**src/core/timer_ctrl_map.vh**
```
// Register offsets, field positions and codes for the timer control block
`ifndef TIMER_CTRL_MAP_VH
`define TIMER_CTRL_MAP_VH
`define OFS_DIR_CLEAR 8'h04
`define OFS_DIR_SET 8'h05
`define OFS_BV_CLEAR 8'h06
`define OFS_BV_SET 8'h07
`define OFS_EVENT_CTRL 8'h09
`define OFS_INT_ENABLE 8'h0a
`define OFS_INT_FLAGS 8'h0b
`define OFS_DEBUG_CTRL 8'h0e
`define OFS_BYTE_LATCH 8'h0f
`define OFS_CNT 8'h20
`define OFS_PER 8'h26
`define OFS_CMP0 8'h28
`define OFS_CMP1 8'h2a
`define OFS_CMP2 8'h2c
`define OFS_PERIOD_BUFFER 8'h36
`define OFS_CMPBUF0 8'h38
`define OFS_CMPBUF1 8'h3a
`define OFS_CMPBUF2 8'h3c
`define HIGH_BYTE_OFS 8'h01
`define CTRLE_DIR_BIT 0
`define CTRLE_HOLD_BIT 1
`define BV_PER_BIT 0
`define BV_CMP_LSB 1
`define EV_COUNT_EN_BIT 0
`define EV_ACT_LSB 1
`define INT_WRAP_BIT 0
`define INT_CMP_LSB 4
`define DBG_RUN_BIT 0
`define ACT_RISING 2'h0
`define ACT_BOTH 2'h1
`define ACT_HIGH 2'h2
`define ACT_UPDOWN 2'h3
`define WG_NORMAL 3'h0
`define WG_FREQ 3'h1
`define WG_SINGLE 3'h3
`define WG_DS_TOP 3'h5
`define WG_DS_BOTH 3'h6
`define WG_DS_BOTTOM 3'h7
`define PER_RESET 16'hffff
`define CMP_RESET 16'h0000
`define CNT_RESET 16'h0000
`define INT_ENABLE_MASK 8'h71
`endif

```
**src/core/timer_buffer_event_irq_ctrl.v**
```verilog
// Timer control and status: direction, buffer-valid flags, events, interrupts, debug, byte latch
//
// Contract
// - Direction bit 0 counts up, 1 counts down; hardware and software both change it.
// - Writing one to buffer-valid clear register clears that bit only.
// - Writing one to buffer-valid set register sets that bit only.
// - Compare buffer valid sets on buffer write, clears on update condition.
// - Period buffer valid sets on buffer write, clears on update condition.
// - Event action 0 counts rising edges, action 1 counts both edges.
// - Action 2 counts ticks while line high; action 3 line sets direction.
// - Event count enable 0 ignores event line, 1 counts per action.
// - Interrupt enable bits 4 to 6 allow compare channel interrupts.
// - Interrupt enable bit 0 allows wrap interrupt while wrap flag set.
// - Compare flag sets while the timer runs and counter equals channel compare value.
// - Compare flag stays set until software writes one to it.
// - Wrap flag sets at top or bottom as waveform mode selects.
// - Wrap flag stays set until software writes one to bit 0.
// - Run-during-break 0 halts timer and ignores events in break.
// - One shared byte latch serves 16-bit access, also directly readable/writable.
// - Hold-buffer-loading 1 blocks buffered loads on update condition.
// - 16-bit register low byte at base, high byte at base plus one.
`include "timer_ctrl_map.vh"
`timescale 1ns/10ps
`default_nettype none
module timer_buffer_event_irq_ctrl (
  // Clock and reset
  input wire core_clk,
  input wire rst,
  // Register port
  input wire [7:0] reg_addr,
  input wire reg_write,
  input wire reg_read,
  input wire [7:0] reg_wdata,
  output reg [7:0] reg_rdata,
  // Timer context
  input wire timer_enable,
  input wire prescale_tick,
  input wire [2:0] waveform_mode,
  input wire update_request,
  input wire debug_break,
  // Event line
  input wire event_line,
  // Interrupt requests
  output wire wrap_irq,
  output wire [2:0] compare_irq,
  // Timer state
  output reg [15:0] count_reg,
  output reg [15:0] period_reg,
  output wire [47:0] compare_values,
  output wire at_top,
  output wire at_bottom,
  output wire update_event
);
  reg dir_reg;
  reg hold_reg;
  reg period_valid_reg;
  reg [15:0] period_buf_reg;
  reg [2:0] event_ctrl_reg;
  reg [7:0] int_enable_reg;
  reg wrap_flag_reg;
  reg run_during_break_reg;
  reg [7:0] latch_reg;
  reg [15:0] wide_rd;
  reg [15:0] count_next;
  reg event_meta_reg;
  reg event_sync_reg;
  reg event_prev_reg;
  wire [15:0] cmp_buf0, cmp_buf1, cmp_buf2;
  wire [15:0] cmp0, cmp1, cmp2;
  wire [2:0] cmp_valid;
  wire [2:0] cmp_flag;
  wire running = timer_enable && (!debug_break || run_during_break_reg);
  wire [7:0] base = {reg_addr[7:1], 1'b0};
  wire is_high = reg_addr[0];
  // Only the mapped pairs touch the latch; the gaps in the wide range stay unmapped
  wire wide_hit = base == `OFS_CNT || base == `OFS_PER || base == `OFS_PERIOD_BUFFER ||
    base == `OFS_CMP0 || base == `OFS_CMP1 || base == `OFS_CMP2 ||
    base == `OFS_CMPBUF0 || base == `OFS_CMPBUF1 || base == `OFS_CMPBUF2;
  wire wide_low_write = reg_write && !is_high;
  wire [15:0] wide_data = {latch_reg, reg_wdata};
  wire wr_count = wide_low_write && base == `OFS_CNT;
  wire wr_period = wide_low_write && base == `OFS_PER;
  wire wr_period_buffer = wide_low_write && base == `OFS_PERIOD_BUFFER;
  wire [2:0] wr_cmp;
  wire [2:0] wr_cmpbuf;
  wire bv_clear_wr = reg_write && reg_addr == `OFS_BV_CLEAR;
  wire bv_set_wr = reg_write && reg_addr == `OFS_BV_SET;
  wire flags_wr = reg_write && reg_addr == `OFS_INT_FLAGS;
  wire [1:0] act = event_ctrl_reg[`EV_ACT_LSB +: 2];
  wire ev_on = event_ctrl_reg[`EV_COUNT_EN_BIT] && running;
  wire ev_rise = event_sync_reg && !event_prev_reg;
  wire ev_edge = event_sync_reg != event_prev_reg;
  reg step;
  reg step_down;
  always @* begin
    step = 1'b0;
    step_down = dir_reg;
    if (!running) begin
      step = 1'b0;
    end else if (!event_ctrl_reg[`EV_COUNT_EN_BIT]) begin
      step = prescale_tick;
    end else begin
      case (act)
        `ACT_RISING: step = ev_rise;
        `ACT_BOTH: step = ev_edge;
        `ACT_HIGH: step = prescale_tick && event_sync_reg;
        `ACT_UPDOWN: begin
          step = prescale_tick;
          step_down = event_sync_reg;
        end
        default: step = 1'b0;
      endcase
    end
  end
  wire dual = waveform_mode == `WG_DS_TOP || waveform_mode == `WG_DS_BOTH || waveform_mode == `WG_DS_BOTTOM;
  wire [15:0] top_value = (waveform_mode == `WG_FREQ) ? cmp0 : period_reg;
  assign at_top = step && !step_down && count_reg >= top_value;
  assign at_bottom = step && step_down && count_reg == 16'h0000;
  // Next count at a step: wrap, turn or move one
  always @* begin
    count_next = count_reg;
    if (!step_down && count_reg >= top_value) begin
      count_next = dual ? top_value - 16'h0001 : `CNT_RESET;
    end else if (step_down && count_reg == `CNT_RESET) begin
      count_next = dual ? 16'h0001 : top_value;
    end else if (step_down) begin
      count_next = count_reg - 16'h0001;
    end else begin
      count_next = count_reg + 16'h0001;
    end
  end
  reg wrap_hit;
  reg update_hit;
  always @* begin
    wrap_hit = 1'b0;
    update_hit = 1'b0;
    case (waveform_mode)
      `WG_NORMAL, `WG_FREQ: begin
        wrap_hit = at_top || at_bottom;
        update_hit = at_top || at_bottom;
      end
      `WG_SINGLE: begin
        wrap_hit = at_bottom || at_top;
        update_hit = at_bottom || at_top;
      end
      `WG_DS_TOP: begin
        wrap_hit = at_top;
        update_hit = at_bottom;
      end
      `WG_DS_BOTH: begin
        wrap_hit = at_top || at_bottom;
        update_hit = at_bottom;
      end
      `WG_DS_BOTTOM: begin
        wrap_hit = at_bottom;
        update_hit = at_bottom;
      end
      default: begin
        wrap_hit = 1'b0;
        update_hit = 1'b0;
      end
    endcase
  end
  assign update_event = update_hit || update_request;
  wire load_update = update_event && !hold_reg;
  // Event line synchroniser and edge history
  always @(posedge core_clk or posedge rst) begin
    if (rst) begin
      event_meta_reg <= 1'b0;
      event_sync_reg <= 1'b0;
      event_prev_reg <= 1'b0;
    end else begin
      event_meta_reg <= event_line;
      event_sync_reg <= event_meta_reg;
      event_prev_reg <= event_sync_reg;
    end
  end
  // Control and status registers
  always @(posedge core_clk or posedge rst) begin
    if (rst) begin
      dir_reg <= 1'b0;
      hold_reg <= 1'b0;
      period_valid_reg <= 1'b0;
      event_ctrl_reg <= 3'h0;
      int_enable_reg <= 8'h00;
      wrap_flag_reg <= 1'b0;
      run_during_break_reg <= 1'b0;
    end else begin
      if (reg_write && reg_addr == `OFS_DIR_CLEAR) begin
        if (reg_wdata[`CTRLE_DIR_BIT]) begin
          dir_reg <= 1'b0;
        end
        if (reg_wdata[`CTRLE_HOLD_BIT]) begin
          hold_reg <= 1'b0;
        end
      end else if (reg_write && reg_addr == `OFS_DIR_SET) begin
        if (reg_wdata[`CTRLE_DIR_BIT]) begin
          dir_reg <= 1'b1;
        end
        if (reg_wdata[`CTRLE_HOLD_BIT]) begin
          hold_reg <= 1'b1;
        end
      end else if (step && ev_on && act == `ACT_UPDOWN) begin
        dir_reg <= event_sync_reg;
      end else if (step && dual && at_top) begin
        dir_reg <= 1'b1;
      end else if (step && dual && at_bottom) begin
        dir_reg <= 1'b0;
      end
      if (wr_period_buffer || (bv_set_wr && reg_wdata[`BV_PER_BIT])) begin
        period_valid_reg <= 1'b1;
      end else if ((bv_clear_wr && reg_wdata[`BV_PER_BIT]) || load_update) begin
        period_valid_reg <= 1'b0;
      end
      if (reg_write && reg_addr == `OFS_EVENT_CTRL) begin
        event_ctrl_reg <= reg_wdata[2:0];
      end
      if (reg_write && reg_addr == `OFS_INT_ENABLE) begin
        int_enable_reg <= reg_wdata & `INT_ENABLE_MASK;
      end
      if (reg_write && reg_addr == `OFS_DEBUG_CTRL) begin
        run_during_break_reg <= reg_wdata[`DBG_RUN_BIT];
      end
      if (wrap_hit) begin
        wrap_flag_reg <= 1'b1;
      end else if (flags_wr && reg_wdata[`INT_WRAP_BIT]) begin
        wrap_flag_reg <= 1'b0;
      end
    end
  end
  // Counter, period and period buffer
  always @(posedge core_clk or posedge rst) begin
    if (rst) begin
      count_reg <= `CNT_RESET;
      period_reg <= `PER_RESET;
      period_buf_reg <= `PER_RESET;
    end else begin
      if (wr_count) begin
        count_reg <= wide_data;
      end else if (step) begin
        count_reg <= count_next;
      end
      if (wr_period_buffer) begin
        period_buf_reg <= wide_data;
      end
      if (wr_period) begin
        period_reg <= wide_data;
      end else if (load_update && period_valid_reg) begin
        period_reg <= period_buf_reg;
      end
    end
  end
  // Shared byte latch
  always @(posedge core_clk or posedge rst) begin
    if (rst) begin
      latch_reg <= 8'h00;
    end else if (reg_write && (reg_addr == `OFS_BYTE_LATCH || (is_high && wide_hit))) begin
      latch_reg <= reg_wdata;
    end else if (reg_read && !is_high && wide_hit) begin
      latch_reg <= wide_rd[15:8];
    end
  end
  always @* begin
    case (base)
      `OFS_CNT: wide_rd = count_reg;
      `OFS_PER: wide_rd = period_reg;
      `OFS_CMP0: wide_rd = cmp0;
      `OFS_CMP1: wide_rd = cmp1;
      `OFS_CMP2: wide_rd = cmp2;
      `OFS_PERIOD_BUFFER: wide_rd = period_buf_reg;
      `OFS_CMPBUF0: wide_rd = cmp_buf0;
      `OFS_CMPBUF1: wide_rd = cmp_buf1;
      `OFS_CMPBUF2: wide_rd = cmp_buf2;
      default: wide_rd = 16'h0000;
    endcase
  end
  // Read data register
  always @(posedge core_clk or posedge rst) begin
    if (rst) begin
      reg_rdata <= 8'h00;
    end else if (reg_read) begin
      case (reg_addr)
        `OFS_DIR_CLEAR, `OFS_DIR_SET: reg_rdata <= {6'h00, hold_reg, dir_reg};
        `OFS_BV_CLEAR, `OFS_BV_SET: reg_rdata <= {4'h0, cmp_valid, period_valid_reg};
        `OFS_EVENT_CTRL: reg_rdata <= {5'h00, event_ctrl_reg};
        `OFS_INT_ENABLE: reg_rdata <= int_enable_reg;
        `OFS_INT_FLAGS: reg_rdata <= {1'b0, cmp_flag, 3'h0, wrap_flag_reg};
        `OFS_DEBUG_CTRL: reg_rdata <= {7'h00, run_during_break_reg};
        `OFS_BYTE_LATCH: reg_rdata <= latch_reg;
        default: reg_rdata <= wide_hit ? (is_high ? latch_reg : wide_rd[7:0]) : 8'h00;
      endcase
    end
  end
  // Compare channels
  wire [7:0] cmp_base [0:2];
  wire [7:0] cbuf_base [0:2];
  assign cmp_base[0] = `OFS_CMP0;
  assign cmp_base[1] = `OFS_CMP1;
  assign cmp_base[2] = `OFS_CMP2;
  assign cbuf_base[0] = `OFS_CMPBUF0;
  assign cbuf_base[1] = `OFS_CMPBUF1;
  assign cbuf_base[2] = `OFS_CMPBUF2;
  wire [47:0] bufs;
  wire [47:0] cmps;
  genvar i;
  generate
    for (i = 0; i < 3; i = i + 1) begin : chan
      assign wr_cmp[i] = wide_low_write && base == cmp_base[i];
      assign wr_cmpbuf[i] = wide_low_write && base == cbuf_base[i];
      compare_channel u_ch (
        .core_clk(core_clk),
        .rst(rst),
        .buf_write(wr_cmpbuf[i]),
        .buf_data(wide_data),
        .bv_set(bv_set_wr && reg_wdata[`BV_CMP_LSB + i]),
        .bv_clear(bv_clear_wr && reg_wdata[`BV_CMP_LSB + i]),
        .cmp_write(wr_cmp[i]),
        .cmp_data(wide_data),
        .load_update(load_update),
        .clear_on_update(load_update),
        .count(count_reg),
        .count_step(running),
        .flag_clear(flags_wr && reg_wdata[`INT_CMP_LSB + i]),
        .buf_reg(bufs[16*i +: 16]),
        .cmp_reg(cmps[16*i +: 16]),
        .valid_reg(cmp_valid[i]),
        .flag_reg(cmp_flag[i])
      );
    end
  endgenerate
  assign cmp_buf0 = bufs[15:0];
  assign cmp_buf1 = bufs[31:16];
  assign cmp_buf2 = bufs[47:32];
  assign cmp0 = cmps[15:0];
  assign cmp1 = cmps[31:16];
  assign cmp2 = cmps[47:32];
  assign compare_values = cmps;
  assign wrap_irq = wrap_flag_reg && int_enable_reg[`INT_WRAP_BIT];
  assign compare_irq = cmp_flag & int_enable_reg[`INT_CMP_LSB +: 3];
endmodule // timer_buffer_event_irq_ctrl
`default_nettype wire

```
**src/core/compare_channel.v**
```verilog
// One compare channel: buffered compare value, buffer-valid bit and sticky match flag
`timescale 1ns/10ps
`default_nettype none
`include "timer_ctrl_map.vh"
module compare_channel (
  // Clock and reset
  input wire core_clk,
  input wire rst,
  // Buffer access
  input wire buf_write,
  input wire [15:0] buf_data,
  input wire bv_set,
  input wire bv_clear,
  input wire cmp_write,
  input wire [15:0] cmp_data,
  // Update and match
  input wire load_update,
  input wire clear_on_update,
  input wire [15:0] count,
  input wire count_step,
  input wire flag_clear,
  // State
  output reg [15:0] buf_reg,
  output reg [15:0] cmp_reg,
  output reg valid_reg,
  output reg flag_reg
);
  always @(posedge core_clk or posedge rst) begin
    if (rst) begin
      buf_reg <= `CMP_RESET;
      cmp_reg <= `CMP_RESET;
      valid_reg <= 1'b0;
      flag_reg <= 1'b0;
    end else begin
      if (buf_write) begin
        buf_reg <= buf_data;
      end
      if (cmp_write) begin
        cmp_reg <= cmp_data;
      end else if (load_update && valid_reg) begin
        cmp_reg <= buf_reg;
      end
      if (buf_write || bv_set) begin
        valid_reg <= 1'b1;
      end else if (bv_clear || clear_on_update) begin
        valid_reg <= 1'b0;
      end
      if (count_step && count == cmp_reg) begin
        flag_reg <= 1'b1;
      end else if (flag_clear) begin
        flag_reg <= 1'b0;
      end
    end
  end
endmodule // compare_channel
`default_nettype wire

```
**config.mk**
```make
export PLATFORM = sky130hd
export DESIGN_NAME = timer_buffer_event_irq_ctrl
export DESIGN_NICKNAME = d
export VERILOG_FILES = /design/src/core/timer_buffer_event_irq_ctrl.v /design/src/core/compare_channel.v
export VERILOG_INCLUDE_DIRS = /design/src /design/src/core
export SDC_FILE = /design/constraint.sdc
export NUM_CORES = 1
export LEC_CHECK = 0
export BUFFER_PORTS_ARGS = -buffer_cell sky130_fd_sc_hd__buf_2
export CORE_MARGIN = 2
export CORE_UTILIZATION = 56
export CTS_BUF_LIST = sky130_fd_sc_hd__clkbuf_8
export DETAILED_ROUTE_END_ITERATION = 8
export GPL_TIMING_DRIVEN = 0
export HOLD_SLACK_MARGIN = 0.08
export PLACE_DENSITY = 0.76
export SLEW_MARGIN = 20
export SYNTH_ARGS = -nofsm -noshare
export SYNTH_HDL_FRONTEND = slang
export SYNTH_SLANG_ARGS = --single-unit
```
**constraint.sdc**
```tcl
create_clock -name core_clk -period 5 [get_ports core_clk]
set_clock_uncertainty 0.1 [all_clocks]
set_input_delay 0 -clock core_clk [delete_from_list [all_inputs] [get_ports core_clk]]
set_output_delay 0 -clock core_clk [all_outputs]
set_load 0.01 [all_outputs]
```
==> out/results.ini <==
[finish]
layout-drive-gt1-share_pct=21.0
area_growth_pct=13.8
mostFrequentLayoutCell=dfrtp_1
final_nets=1462
fillerInstances=1833
layout_common_cells=149 x dfrtp_1, 130 x buf_2, 128 x nor2_1, 117 x a21oi_1, 90 x mux2i_1
multi_input_area_um2=6630
register_area_um2=4570
n_antenna_cell=0

[die]
die_area_um2=22200
num_io_pins=123
num_rows=53
die_w_um=149
fp.dieH_um=149
core_area_um2=20800
start_util_pct=56.5

[route]
wire_per_inst_um=26.3
first_pass_iters=8
ant_nets=0
drc=0
vias_per_cell=6.64
drt-initial-drc-count=1451
vias=11200
wl_um=44400

[critical_path]
crit_start=waveform_mode[0]
worstPathMaxFanout=10
cp_top_family=buffers and inverters
critPathCaptureType=flip-flop
path_cells=dlygate4sd3_1 > buf_2 > nor3b_2 > buf_4 > buf_2 > mux2i_1 > ha_1 > a211oi_1 > nor2_1 > a211o_1 > o21ai_0 > nor2_2 > clkbuf_1 > a31oi_1 > o22ai_1 > dlygate4sd3_1
critPathBufInv=6
worstSetupStartpointType=input port
r2r_start=event_ctrl_reg[0]
arrival_ns=4.98
cp.required_ns=5.26
slowest_stage=dlygate4sd3_1
cpPeakStageDelay_ns=0.57
critPathKind=input port to flip-flop

[timing]
tightest_slew_ns=1.21
holdWs_ns=0.133
setup_viol=0
rsz0062_at_grt=no
min_period_ns=4.72
maxSlewViolCount=0
max_freq_mhz=212
period_share_pct=94.5
hold_viol_final=0
final.setup.tns_ns=0
max_slew_margin_pct=18.5

[global_routing]
antenna_found_initial=0
grt-ovfl-total=0
gr-usage-all-layers_pct=40.2
grt_pass1_vias=10800
grt_first_pass_wirelength_um=66200
grt_max_degree=105

[clock_network]
tritoncts=built
cts_resized=0
htree_num_levels=4
cts_buffers=17
cts_sinks=181
clock_path_buffers=2
worstSkewPairLatency_ns=0.47
cts_root_buf=clkbuf_8
clkTransAtPathRegs_ns=0.10

[min_path]
min_from=reg_addr[6]
hp-class=input port to flip-flop

[synth]
synthFlopType=dfrtp_1
syn_area_per_cell_um2=9.46
ys_types=72
synthArstFlopShare_pct=100
ys_top_cells_by_area=dfrtp_1 32%, mux2i_1 7.7%, dfstp_2 7.1%, mux2_2 7.0%, a21oi_1 5.0%
synth.cell_area_um2=11800
synth-seq-cells=181
postSynthCellCount=1244
synth-seq-area-share_pct=38.8
syn_nets=1302
synth_area_leader_cell=dfrtp_1
synth_top_area_share_pct=31.7
synth_edf_count=0
yosysWarnings=0

[run]
cap_viol_max_count=0

[placed_design]
port_buffers=117
dp_hpwl_um=33700
place_congestion=1.00

[outcome]
status=finished clean

[power_and_ir_drop]
peakVddDrop_mv=0.201
leakage_nw=6.50
power_density_nw_per_um2=400

[Yosys cell counts (12+ instances only)]
master	instances
a21o_1	12
a21oi_1	117
a221oi_1	12
a222oi_1	29
a22oi_1	12
and2_1	12
and3_1	21
buf_2	12
clkbuf_1	77
dfrtp_1	149
dfstp_2	32
ha_1	29
inv_1	18
mux2_2	73
mux2i_1	90
nand2_1	73
nand3_1	18
nor2_1	128
nor3_1	30
nor4_1	20
o21ai_0	49
xnor2_1	13
xor2_1	61
[tightest hold or removal path, delay by kind of cell]
kind,cells,cell delay [ns]
simple gates,4,0.42
buf+inv,1,0.10
mux,1,0.15
[what timing repair did]
action,in CTS,in global routing
endpoints found under the hold margin,210,0
endpoints found under the setup margin,0,0
setup buffers,0,0
hold buffers,22,0
[through the flow]
step           setup slack, ns  instance area, um^2  instances  utilization [%]  power (mW)
2_1_floorplan           0.0376                11800       1244                -        3.44
6_report                 0.277                13400       1692             64.3        5.36
5_1_grt                 0.0339                13400       1692             64.3        5.64
3_5_place_dp             0.567                12800       1638             61.3        4.20
3_3_place_gp             -2.08                12700       1636             61.0        4.17
4_1_cts                  0.377                13400       1692             64.3        5.29
[final timing paths]
kind	end	slack (ns)	cells past startpoint
worst min register to register	event_sync_reg	0.27	0
max in group asynchronous	reg_rdata[6]	3.21	5
min in group asynchronous	chan[1].u_ch.buf_reg[12]	0.64	4
worst max-delay path	dir_reg	0.28	16
worst min-delay path	run_during_break_reg	0.13	6
worst max register to register	count_reg[14]	0.50	13
[kinds of logic (layout without fill, tap and decap cells)]
logic type	after synthesis	in the layout	synth area share [%]
simple gates	348	348	14.1
mux	164	164	14.8
fa+ha+maj	31	31	3.35
flops	181	181	38.8
compound gates	323	323	18.4
buf+inv	123	296	5.08
xor+xnor	74	74	5.50
[cell type report]
type                       count  share of cell area [%]
inverter                      18                   0.560
clock buffer                  17                    1.75
multi-input combinational    940                    49.5
sequential                   181                    34.1
tap                          275                    2.57
buffer                       105                    3.96
clock inverter                15                    1.33
timing repair buffer         141                    6.26
[per-layer routing]
| metal | global-route usage [%] | wire, um | vias up |
|---|---|---|---|
| li1 | - | - | 4913 |
| met1 | 54.4 | 17700 | 5494 |
| met2 | 62.3 | 20100 | 678 |
| met3 | 7.09 | 4320 | 143 |
| met4 | 20.8 | 2340 | 0 |
| met5 | 0 | 0 | - |
[power by group]
| part | internal, mW | total [mW] | switching (mW) |
|---|---|---|---|
| Sequential | 1.65 | 1.92 | 0.275 |
| Clock | 0.499 | 1.08 | 0.577 |
| Combinational | 0.925 | 2.37 | 1.44 |
No activity file was read; power rests on OpenSTA's default activity.
